## src/tef_pkg.sv

```systemverilog
package tef_pkg;
  // ==========================================
  // register byte offsets
  localparam logic [11:0] OFF_CTRL = 12'h000;
  localparam logic [11:0] OFF_MOD = 12'h004;
  localparam logic [11:0] OFF_CNT = 12'h008;
  localparam logic [11:0] OFF_FLAGS = 12'h00C;
  localparam logic [11:0] OFF_IRQEN = 12'h010;
  localparam logic [11:0] OFF_CH_BASE = 12'h020;
  localparam logic [11:0] CH_STRIDE = 12'h008;
  localparam logic [11:0] OFF_CH_CFG = 12'h000;
  localparam logic [11:0] OFF_CH_VAL = 12'h004;
  // ==========================================
  // field positions and values
  localparam int CTRL_RUN_BIT = 0;
  localparam int CTRL_CAS_BIT = 1;
  localparam int FLAG_WRAP_BIT = 0;
  localparam int FLAG_CH_LSB = 1;
  localparam logic [15:0] CNT_ZERO = 16'h0000;
  localparam logic [15:0] CNT_ONE = 16'h0001;
  localparam logic [15:0] CNT_MAX = 16'hFFFF;
  // ==========================================
  // channel modes
  typedef enum logic [1:0] {
    TEF_MODE_CAPTURE = 2'b00,
    TEF_MODE_COMPARE = 2'b01,
    TEF_MODE_EPWM = 2'b10
  } tef_mode_t;
  // edge select: {edge_level_select_hi, edge_level_select_lo}
  localparam logic [1:0] EDGE_OFF = 2'b00;
  localparam logic [1:0] EDGE_RISE = 2'b01;
  localparam logic [1:0] EDGE_FALL = 2'b10;
  localparam logic [1:0] EDGE_ANY = 2'b11;
  typedef struct packed {
    logic [1:0] mode;
    logic edge_level_select_hi;
    logic edge_level_select_lo;
  } tef_ch_cfg_t;
  localparam int CFG_W = 4;
  typedef struct packed {
    logic run;
    logic center_align_select;
  } tef_ctrl_t;
endpackage : tef_pkg

```

## src/tef_timer_flags.sv

```systemverilog
// Implementation choices: the placing of the registers and the APB interface to the registers.
`timescale 1ns/1ps
// What this block does
// - a flag clears only after a read that sees it set and then a write of zero to it.
// - an event between that read and the zero write disarms the flag, the flag stays until read again.
// - plain up-counting with modulus zero runs 0000..FFFF and sets the wrap flag at wrap.
// - with a modulus set, the wrap flag sets when the count steps from modulus to zero.
// - up/down counting with a modulus set sets the wrap flag as the count turns down from the modulus.
// - capture channels set their flag on the rising, falling, either or no edge chosen; with center_align_select 1, on match instead.
// - compare channels set their flag each time the counter equals the match value.
// - edge pwm channels set their flag at the match that ends the active duty.
// - center pwm channels set their flag at both matches, up and down.
// - the irq output stays high while any flag is set with its enable set.
// - center_align_select 1 counts up to modulus then down to zero, 0 counts up only.
module tef_timer_flags #(
  parameter int NCH = 2
) (
  // clock and reset
  input wire logic pclk,
  input wire logic presetn,
  // apb slave
  input wire logic psel,
  input wire logic penable,
  input wire logic pwrite,
  input wire logic [11:0] paddr,
  input wire logic [31:0] pwdata,
  output logic [31:0] prdata,
  output logic pready,
  output logic pslverr,
  // channel pins and interrupt
  input wire logic [NCH-1:0] ch_in,
  output logic irq
);
  localparam int NF = NCH + 1;
  // ==========================================
  // state
  tef_pkg::tef_ctrl_t ctrl_reg, ctrl_next;
  logic [15:0] mod_reg, mod_next, cnt_reg, cnt_next;
  logic down_reg, down_next;
  logic [NF-1:0] flag_reg, flag_next, armed_reg, armed_next, ien_reg, ien_next;
  tef_pkg::tef_ch_cfg_t cfg_reg [NCH];
  tef_pkg::tef_ch_cfg_t cfg_next [NCH];
  logic [15:0] val_reg [NCH];
  logic [15:0] val_next [NCH];
  logic [NCH-1:0] pin_reg;
  logic [31:0] prdata_next;
  logic irq_next;
  logic pready_next;
  logic [NF-1:0] event_w;

  function automatic logic hit(input logic [11:0] a, input logic [11:0] off);
    hit = (a == off);
  endfunction : hit

  // ==========================================
  // event detection
  logic wrap_ev;
  always_comb begin
    wrap_ev = 1'b0;
    if (ctrl_reg.run) begin
      if (ctrl_reg.center_align_select) begin
        wrap_ev = !down_reg && (cnt_reg == mod_reg) && (mod_reg != tef_pkg::CNT_ZERO);
      end else if (mod_reg == tef_pkg::CNT_ZERO) begin
        wrap_ev = (cnt_reg == tef_pkg::CNT_MAX);
      end else begin
        wrap_ev = (cnt_reg == mod_reg);
      end
    end
  end
  assign event_w[tef_pkg::FLAG_WRAP_BIT] = wrap_ev;

  genvar g;
  generate
    for (g = 0; g < NCH; g++) begin : g_ch
      logic rise, fall, match, ev;
      always_comb begin
        rise = ch_in[g] && !pin_reg[g];
        fall = !ch_in[g] && pin_reg[g];
        match = ctrl_reg.run && (cnt_reg == val_reg[g]);
        ev = 1'b0;
        if (ctrl_reg.center_align_select) begin
          ev = match;
        end else begin
          case (tef_pkg::tef_mode_t'(cfg_reg[g].mode))
            tef_pkg::TEF_MODE_CAPTURE: begin
              case ({cfg_reg[g].edge_level_select_hi, cfg_reg[g].edge_level_select_lo})
                tef_pkg::EDGE_RISE: ev = rise;
                tef_pkg::EDGE_FALL: ev = fall;
                tef_pkg::EDGE_ANY: ev = rise || fall;
                default: ev = 1'b0;
              endcase
            end
            tef_pkg::TEF_MODE_COMPARE: ev = match;
            tef_pkg::TEF_MODE_EPWM: ev = match;
            default: ev = 1'b0;
          endcase
        end
      end
      assign event_w[tef_pkg::FLAG_CH_LSB + g] = ev;
    end
  endgenerate

  // ==========================================
  // counter, registers, flags
  logic acc, wr, rd;
  logic [11:0] choff;
  always_comb begin
    acc = psel && penable;
    wr = acc && pwrite;
    rd = acc && !pwrite;
    ctrl_next = ctrl_reg;
    mod_next = mod_reg;
    cnt_next = cnt_reg;
    down_next = down_reg;
    ien_next = ien_reg;
    armed_next = armed_reg;
    flag_next = flag_reg;
    prdata_next = 32'h0000_0000;
    cfg_next = cfg_reg;
    val_next = val_reg;
    choff = 12'h000;
    // up/down reverses at modulus and at zero
    if (ctrl_reg.run) begin
      if (ctrl_reg.center_align_select) begin
        if (!down_reg && cnt_reg == mod_reg) begin
          down_next = 1'b1;
          cnt_next = cnt_reg - tef_pkg::CNT_ONE;
        end else if (down_reg && cnt_reg == tef_pkg::CNT_ZERO) begin
          down_next = 1'b0;
          cnt_next = cnt_reg + tef_pkg::CNT_ONE;
        end else begin
          cnt_next = down_reg ? cnt_reg - tef_pkg::CNT_ONE : cnt_reg + tef_pkg::CNT_ONE;
        end
      end else begin
        down_next = 1'b0;
        cnt_next = wrap_ev ? tef_pkg::CNT_ZERO : cnt_reg + tef_pkg::CNT_ONE;
      end
    end
    if (rd) begin
      if (hit(paddr, tef_pkg::OFF_CTRL)) begin
        prdata_next[tef_pkg::CTRL_RUN_BIT] = ctrl_reg.run;
        prdata_next[tef_pkg::CTRL_CAS_BIT] = ctrl_reg.center_align_select;
      end else if (hit(paddr, tef_pkg::OFF_MOD)) begin
        prdata_next = {16'h0000, mod_reg};
      end else if (hit(paddr, tef_pkg::OFF_CNT)) begin
        prdata_next = {16'h0000, cnt_reg};
      end else if (hit(paddr, tef_pkg::OFF_FLAGS)) begin
        prdata_next = 32'(flag_reg);
        armed_next = armed_reg | flag_reg;
      end else if (hit(paddr, tef_pkg::OFF_IRQEN)) begin
        prdata_next = 32'(ien_reg);
      end else begin
        for (int i = 0; i < NCH; i++) begin
          choff = tef_pkg::OFF_CH_BASE + 12'(i) * tef_pkg::CH_STRIDE;
          if (hit(paddr, choff + tef_pkg::OFF_CH_CFG)) begin
            prdata_next = 32'(cfg_reg[i]);
          end else if (hit(paddr, choff + tef_pkg::OFF_CH_VAL)) begin
            prdata_next = {16'h0000, val_reg[i]};
          end
        end
      end
    end
    if (wr) begin
      if (hit(paddr, tef_pkg::OFF_CTRL)) begin
        ctrl_next.run = pwdata[tef_pkg::CTRL_RUN_BIT];
        ctrl_next.center_align_select = pwdata[tef_pkg::CTRL_CAS_BIT];
        if (!pwdata[tef_pkg::CTRL_RUN_BIT]) begin
          cnt_next = tef_pkg::CNT_ZERO;
          down_next = 1'b0;
        end
      end else if (hit(paddr, tef_pkg::OFF_MOD)) begin
        mod_next = pwdata[15:0];
      end else if (hit(paddr, tef_pkg::OFF_CNT)) begin
        cnt_next = tef_pkg::CNT_ZERO;
        down_next = 1'b0;
      end else if (hit(paddr, tef_pkg::OFF_FLAGS)) begin
        // zero bits clear only where armed; one bits have no effect
        flag_next = flag_reg & ~(armed_reg & ~pwdata[NF-1:0]);
        armed_next = armed_reg & pwdata[NF-1:0];
      end else if (hit(paddr, tef_pkg::OFF_IRQEN)) begin
        ien_next = pwdata[NF-1:0];
      end else begin
        for (int i = 0; i < NCH; i++) begin
          choff = tef_pkg::OFF_CH_BASE + 12'(i) * tef_pkg::CH_STRIDE;
          if (hit(paddr, choff + tef_pkg::OFF_CH_CFG)) begin
            cfg_next[i] = pwdata[tef_pkg::CFG_W-1:0];
          end else if (hit(paddr, choff + tef_pkg::OFF_CH_VAL)) begin
            val_next[i] = pwdata[15:0];
          end
        end
      end
    end
    // events win: set flag and drop arming, so a later zero write cannot clear it
    flag_next = flag_next | event_w;
    armed_next = armed_next & ~event_w;
    irq_next = |(flag_next & ien_next);
    // one wait state: registered read data is ready by the edge pready is seen
    pready_next = psel && penable && !pready;
  end

  always_ff @(posedge pclk or negedge presetn) begin
    if (!presetn) begin
      ctrl_reg <= '0;
      mod_reg <= tef_pkg::CNT_ZERO;
      cnt_reg <= tef_pkg::CNT_ZERO;
      down_reg <= 1'b0;
      ien_reg <= '0;
      armed_reg <= '0;
      flag_reg <= '0;
      pin_reg <= '0;
      prdata <= 32'h0000_0000;
      irq <= 1'b0;
      for (int i = 0; i < NCH; i++) begin
        cfg_reg[i] <= '0;
        val_reg[i] <= tef_pkg::CNT_ZERO;
      end
    end else begin
      ctrl_reg <= ctrl_next;
      mod_reg <= mod_next;
      cnt_reg <= cnt_next;
      down_reg <= down_next;
      ien_reg <= ien_next;
      armed_reg <= armed_next;
      flag_reg <= flag_next;
      pin_reg <= ch_in;
      prdata <= prdata_next;
      irq <= irq_next;
      cfg_reg <= cfg_next;
      val_reg <= val_next;
    end
  end

  // one-wait slave; unmapped reads return zero, no error
  always_ff @(posedge pclk or negedge presetn) begin
    if (!presetn) begin
      pready <= 1'b0;
      pslverr <= 1'b0;
    end else begin
      pready <= pready_next;
      pslverr <= 1'b0;
    end
  end
endmodule : tef_timer_flags

```

## config.mk

```make
export PLATFORM = sky130hd
export DESIGN_NAME = tef_timer_flags
export DESIGN_NICKNAME = d
export VERILOG_FILES = /design/src/tef_pkg.sv /design/src/tef_timer_flags.sv
export SDC_FILE = /design/constraint.sdc
export NUM_CORES = 1
export LEC_CHECK = 0
export ABC_AREA = 1
export BUFFER_PORTS_ARGS = -buffer_cell sky130_fd_sc_hd__buf_2
export CORE_MARGIN = 4
export CORE_UTILIZATION = 35
export DETAILED_ROUTE_END_ITERATION = 6
export SLEW_MARGIN = 0
export SYNTH_ARGS = -nofsm -noshare
export SYNTH_HDL_FRONTEND = slang
export SYNTH_SLANG_ARGS = --single-unit
```

## constraint.sdc

```tcl
create_clock -name pclk -period 2.3 [get_ports pclk]
set_input_delay 0.115 -clock pclk [delete_from_list [all_inputs] [get_ports pclk]]
set_output_delay 0.115 -clock pclk [all_outputs]
set_load 0.01 [all_outputs]
```

==> reports/metrics.yaml, run 1 <==
outcome:
  status: "completed"
layout:
  final_core_util_pct: 40.4
  seqCellArea_sq_um: 2610
  fillers: 2218
  num_antenna_cells: 0
  drive_gt1_share_pct: 13.3
  synthToLayoutAreaGrowth_pct: 12.3
  nNetsFinal: 1209
  multi_input_area_sq_um: 3930
  largest_reg_flops: 32
floorplan:
  num_rows: 52
  die-area_sq_um: 23400
  core_sq_um: 20400
  initial_core_util_pct: 36.0
  ioPinCount: 86
  die-width_microns: 153
  die_y_microns: 153
global_route:
  antenna_found_initial: 0
  grt_start_max_net_pins: 72
  grt.overflow.total: 0
  grt_pass1_vias: 6803
  grtUsageTotal_pct: 18.9
  grt_pass1_wl_microns: 35700
clock_network:
  clk_path_buf_depth: 2
  root_buffer: "clkbuf_16"
  cts_tree: "done"
  htreeDepth: 3
  insertion_delay_ns: 0.36
  numCtsBuffers: 9
  clk_pin_slew_ns: 0.08
  cts.sinks: 104
  post_cts_buffers: 0
pwr:
  power_mw: 5.17
  powerDensity_nw_per_um2: 626
  power_leakage_nw: 4.19
  ir_worst_vdd_mv: 0.310
yosys:
  yosysTopAreaCell: "dfrtp_1"
  ys_warn_count: 0
  synth_edf_count: 0
  synthTopCellsByArea: "dfrtp_1 (35%), nand2_1 (16%), o21ai_0 (8.9%)"
  synthArstFlopShare_pct: 100
  synth-seq-cells: 104
  synth_area_sq_um: 7350
  syn_inst: 1091
  netlist.area_leader.share_pct: 35.4
  ys.flop_type: "dfrtp_1"
  synth.yosys.seq_area_share_pct: 35.4
  ys_types: 43
  avgSynthCellArea_sq_um: 6.74
timing:
  finalMaxSlewViolations: 0
  final.period_utilization_pct: 90.9
  finalClockSkew_ns: 0.00982
  setup_viol: 0
  hold-worst-slack_ns: 0.0137
  max_freq_mhz: 478
  rsz0062_at_grt: "no"
  hold_violations: 0
  fin_setup_tns_ns: 0
  min_period_ns: 2.09
worst_setup_path:
  cp_slowest_cell: "dfrtp_1"
  crit_cells: 13
  worstSetupPathType: "reg -> reg"
  crit_arrival_ns: 2.33
  slowest_delay_ns: 0.54
  cp.required_ns: 2.54
  start_kind: "flip-flop"
  cp_common_cell: "nand2_1"
  r2r_cells: 13
  cp_top_family: "simple AND/OR/NAND/NOR gates"
  path_buf_inv: 2
  crit_path_end_kind: "flip-flop"
  worstPathMaxFanout: 14
  cp_cell_sequence: "inv_1 -> nand2_1 -> nand2_1 -> nor2_1 -> nand2_1 -> nor2_2 -> nand2_4 -> nand2_2 -> nand4_4 -> nand2_1 -> inv_1 -> nand2_1 -> a21oi_1"
routing:
  drc: 0
  drt_iter0_drc: 554
  vias: 7091
  viasPerCell: 4.98
  first_pass_iters: 5
  wire_per_inst_microns: 15.4
  drtAntennaViolNets: 0
  wirelength_microns: 22000
min_path:
  hold_depth: 3
  hold_path_class: "in -> reg"
placed_design:
  gp_congestion: 0.906
  hpwlAfterDp_microns: 16700
  portBuffers: 52
run:
  drv_cap: 0
==> through the flow <==
step / worst slack, ns / cell area, sq um / cells
2_1_floorplan: 0.464 / 7410 / 1107
3_3_place_gp: 0.212 / 7920 / 1403
3_5_place_dp: 0.203 / 7920 / 1403
4_1_cts: 0.180 / 8250 / 1423
5_1_grt: 0.00214 / 8260 / 1423
6_report: 0.210 / 8260 / 1423
==> placed cells by master, fill, tap and decap left out, drive strengths merged <==
cell type | netlist | routed
a21o | 1 | 1
a21oi | 25 | 25
a221oi | 1 | 1
a22oi | 1 | 1
a31o | 1 | 1
a31oi | 13 | 13
and2 | 1 | 1
buf | 40 | 85
bufinv | 0 | 1
clkbuf | 19 | 12
clkinv | 0 | 2
conb | 1 | 17
dfrtp | 104 | 104
dlygate4sd3 | 0 | 4
ha | 10 | 10
inv | 139 | 140
mux2i | 2 | 2
nand2 | 329 | 329
nand2b | 1 | 1
nand3 | 62 | 62
nand3b | 3 | 3
nand4 | 32 | 32
nor2 | 109 | 109
nor3 | 15 | 15
o2111ai | 2 | 2
o211ai | 1 | 1
o21ai | 139 | 139
o22ai | 6 | 6
o32ai | 1 | 1
or2 | 3 | 3
xnor2 | 7 | 7
xor2 | 23 | 23
==> repair_timing <==
item,in CTS,in global routing
endpoints found under the hold margin,36,0
hold buffers,4,0
endpoints found under the setup margin,0,2
resized for setup,0,4
==> final timing paths <==
check | slack, ns | end | start
setup / recovery | 0.21 | cnt_reg[6] | cnt_reg[8]
hold / removal | 0.01 | pready | penable
setup reg to reg | 0.21 | cnt_reg[6] | cnt_reg[8]
hold reg to reg | 0.42 | pready | pready
max in group asynchronous | 1.32 | val_reg[30] | presetn
min in group asynchronous | 0.24 | prdata[0] | presetn
==> layer usage <==
metal / GRT usage, % / vias up / wire (microns)
met3: 1.84 / 23 / 1320
met4: 5.56 / 0 / 395
met2: 30.5 / 204 / 10000
met1: 27.0 / 3284 / 10200
met5: 0 / - / 0
li1: - / 3580 / -
==> cells in the mapped netlist (3+ instances only) <==
master	number
nor2_2	6
a31oi_1	13
nand3_2	3
clkbuf_1	19
o21ai_1	7
buf_2	12
o22ai_1	6
a21oi_2	6
nand3b_1	3
o21ai_0	131
buf_4	23
nor3_1	11
nor2_4	3
xnor2_1	7
dfrtp_1	104
xor2_1	23
inv_1	124
ha_1	10
nand4_1	31
nand2_2	6
a21oi_1	19
nor2_1	100
buf_6	5
inv_2	15
nor3_2	4
nand3_1	57
nand2_1	321
or2_0	3
==> power by group <==
| part | switching, mW | internal (mW) | total [mW] | leakage (nW) |
|---|---|---|---|---|
| Sequential | 0.155 | 1.90 | 2.05 | 1.39 |
| Combinational | 0.938 | 0.561 | 1.50 | 2.65 |
| Clock | 0.736 | 0.881 | 1.62 | 0.147 |
==> cell families (layout without fill, tap and decap cells) <==
| group | count (synthesis) | in the layout | share of synthesized area [%] |
|---|---|---|---|
| AOI/OAI and AO/OA | 191 | 191 | 14.0 |
| xor gates and xnor gates | 30 | 30 | 3.57 |
| adders and majority gates | 10 | 10 | 1.70 |
| buffers and inverters | 198 | 244 | 12.0 |
| DFF | 104 | 104 | 35.4 |
| muxes | 2 | 2 | 0.272 |
| other | 1 | 17 | 0.0510 |
| and+or+nand+nor | 555 | 555 | 33.0 |
==> layout make-up <==
type	count	share of cell area (%)
Clock buffer	12	2.98
Clock inverter	4	0.636
Inverter	139	6.32
Multi-Input combinational cell	805	47.6
Sequential cell	104	31.6
Tap cell	270	4.09
Timing Repair Buffer	89	6.82
==> worst min-delay path: stages <==
cell and delay (ns):
buf_2 0.09, nand2_1 0.09, nor2_1 0.05
(Power assumes the default switching activity.)
==> run 2: changes to the inputs <==
--- a/config.mk
+++ b/config.mk
@@ -7,7 +7,6 @@
 export LEC_CHECK = 0
 export ABC_AREA = 1
 export BUFFER_PORTS_ARGS = -buffer_cell sky130_fd_sc_hd__buf_2
-export CORE_MARGIN = 4
 export CORE_UTILIZATION = 35
 export DETAILED_ROUTE_END_ITERATION = 6
 export SLEW_MARGIN = 0
==> constraint.sdc (replaced) <==
create_clock -name pclk -period 2.13 [get_ports pclk]
set_input_delay 0.1065 -clock pclk [delete_from_list [all_inputs] [get_ports pclk]]
set_output_delay 0.1065 -clock pclk [all_outputs]
set_load 0.01 [all_outputs]
==> run 2 against run 1 <==
Flip-flop and latch count unchanged. Die area down 7.7%. Clock-buffer cell count fell by 1. Routed wire length increased by 2.2%. Clock skew is 0.0014 ns lower. Power up 8.7%. Maximum frequency up 5.9%. Clock power about the same. Largest cell class unchanged. Hold slack worse by 0.0035 ns. Cell count grew 2.2%. Sequential share of layout area fell by 0.96 points. Global-route usage grew 2.2 points.
==> reports/metrics.yaml, run 2 (same netlist as run 1, synthesis figures left out) <==
clock_network:
  clk_path_buf_depth: 2
  numCtsBuffers: 9
  root_buffer: "clkbuf_16"
  htreeDepth: 3
  cts.sinks: 104
  cts_tree: "done"
  insertion_delay_ns: 0.36
  clk_pin_slew_ns: 0.08
timing:
  finalMaxSlewViolations: 0
  max_freq_mhz: 507
  min_period_ns: 1.97
  hold_violations: 0
  slew_headroom_pct: 41.4
  setup_viol: 0
  finalClockSkew_ns: 0.00838
  tightest_slew_ns: 0.879
  final.period_utilization_pct: 92.6
  worst_slack_ns: 0.157
  hold-worst-slack_ns: 0.0103
global_route:
  grt.overflow.total: 0
  busiest_layer: "met2"
  met2_usage_pct: 33.0
  met1_usage_pct: 30.2
  grt_pass1_wl_microns: 35200
  grt_pass1_vias: 6609
  antenna_found_initial: 0
  grtUsageTotal_pct: 21.0
  grt_start_max_net_pins: 57
  use_met3_pct: 2.70
placed_design:
  placed_cells: 1427
  gp_congestion: 0.931
  hpwlAfterDp_microns: 16900
  place_ws_ns: 0.113
  portBuffers: 52
layout:
  fillers: 2170
  num_antenna_cells: 0
  final_core_util_pct: 41.8
  drive_gt1_share_pct: 16.5
  seqCellArea_sq_um: 2610
  synthToLayoutAreaGrowth_pct: 16.0
  layout_commonest_cell: "nand2_1"
  nNetsFinal: 1242
  instances_no_fill: 1455
  largest_reg_flops: 32
  multi_input_area_sq_um: 4000
  mostFrequentLayoutCells: "nand2_1 (317), o21ai_0 (131), inv_1 (124), nor2_1 (98), dfrtp_1 (98)"
routing:
  viasPerCell: 4.98
  drtAntennaViolNets: 0
  wire_per_inst_microns: 15.4
  wirelength_microns: 22400
  drc: 0
  first_pass_iters: 5
  drt_iter0_drc: 625
  vias: 7245
worst_setup_path:
  worstSetupPathType: "reg -> reg"
  crit_arrival_ns: 2.20
  worstPathMaxFanout: 7
  crit_path_end_kind: "flip-flop"
  cp.required_ns: 2.36
  start_kind: "flip-flop"
outcome:
  status: "completed"
floorplan:
  core_sq_um: 20400
  initial_core_util_pct: 36.0
  ioPinCount: 86
  die_y_microns: 147
  num_rows: 52
  die-area_sq_um: 21600
  die-width_microns: 147
min_path:
  hold_path_class: "in -> reg"
pwr:
  powerDensity_nw_per_um2: 659
  ir_worst_vdd_mv: 0.376
  power_leakage_nw: 4.33
run:
  drv_cap: 0
## run 2: metrics by stage
step                      total power [mW]   TNS, ns  cell area [sq um]
final                                 5.62         0               8530
after global routing                  5.95  -0.00189               8530
after floorplan                       3.42         0               7410
after global placement                3.92         0               8100
after detailed placement              3.94         0               8100
after CTS                             5.55         0               8400
## run 2: layout make-up
class | count | share of cell area (%)
clock buffers | 11 | 2.73
clock inverters | 4 | 0.352
inverters | 139 | 6.12
multi-input cells | 806 | 46.8
flip-flops and latches | 104 | 30.6
well taps | 270 | 3.96
repair buffers | 121 | 9.41
## run 2: timing repair
action,CTS,global route
setup buffers,0,8
endpoints found under the setup margin,0,17
hold buffers,4,0
hold endpoints to repair,29,0
resized for setup,0,19
## run 2: worst paths after layout
path | slack (ns) | depth (start not counted) | end | from
hold / removal | 0.01 | 3 | pready | penable
setup / recovery | 0.16 | 12 | cnt_reg[6] | cnt_reg[2]
hold reg to reg | 0.42 | 1 | pready | pready
setup reg to reg | 0.16 | 12 | cnt_reg[6] | cnt_reg[2]
max in group asynchronous | 1.24 | 3 | cnt_reg[15] | presetn
min in group asynchronous | 0.22 | 2 | pready | presetn
## run 2: critical path: stages (launching register included)
cell,delay (ns)
dfrtp_1,0.46
buf_4,0.21
nand2_1,0.06
nor2_1,0.15
nand2_1,0.12
inv_1,0.09
nand3_1,0.07
nand2_1,0.18
nand4_4,0.23
nand2_2,0.13
inv_1,0.04
nand2_1,0.05
a21oi_1,0.05
## run 2: routing by layer
| layer | part of all wire (%) | wire length [microns] |
|---|---|---|
| met3 | 5.3 | 1190 |
| met5 | 0 | 0 |
| met2 | 45 | 10100 |
| met1 | 48 | 10800 |
| met4 | 1.6 | 359 |
## run 2: where the power goes
group,switching [mW],internal (mW)
registers,0.105,2.05
clock network,0.801,0.795
logic,1.13,0.736
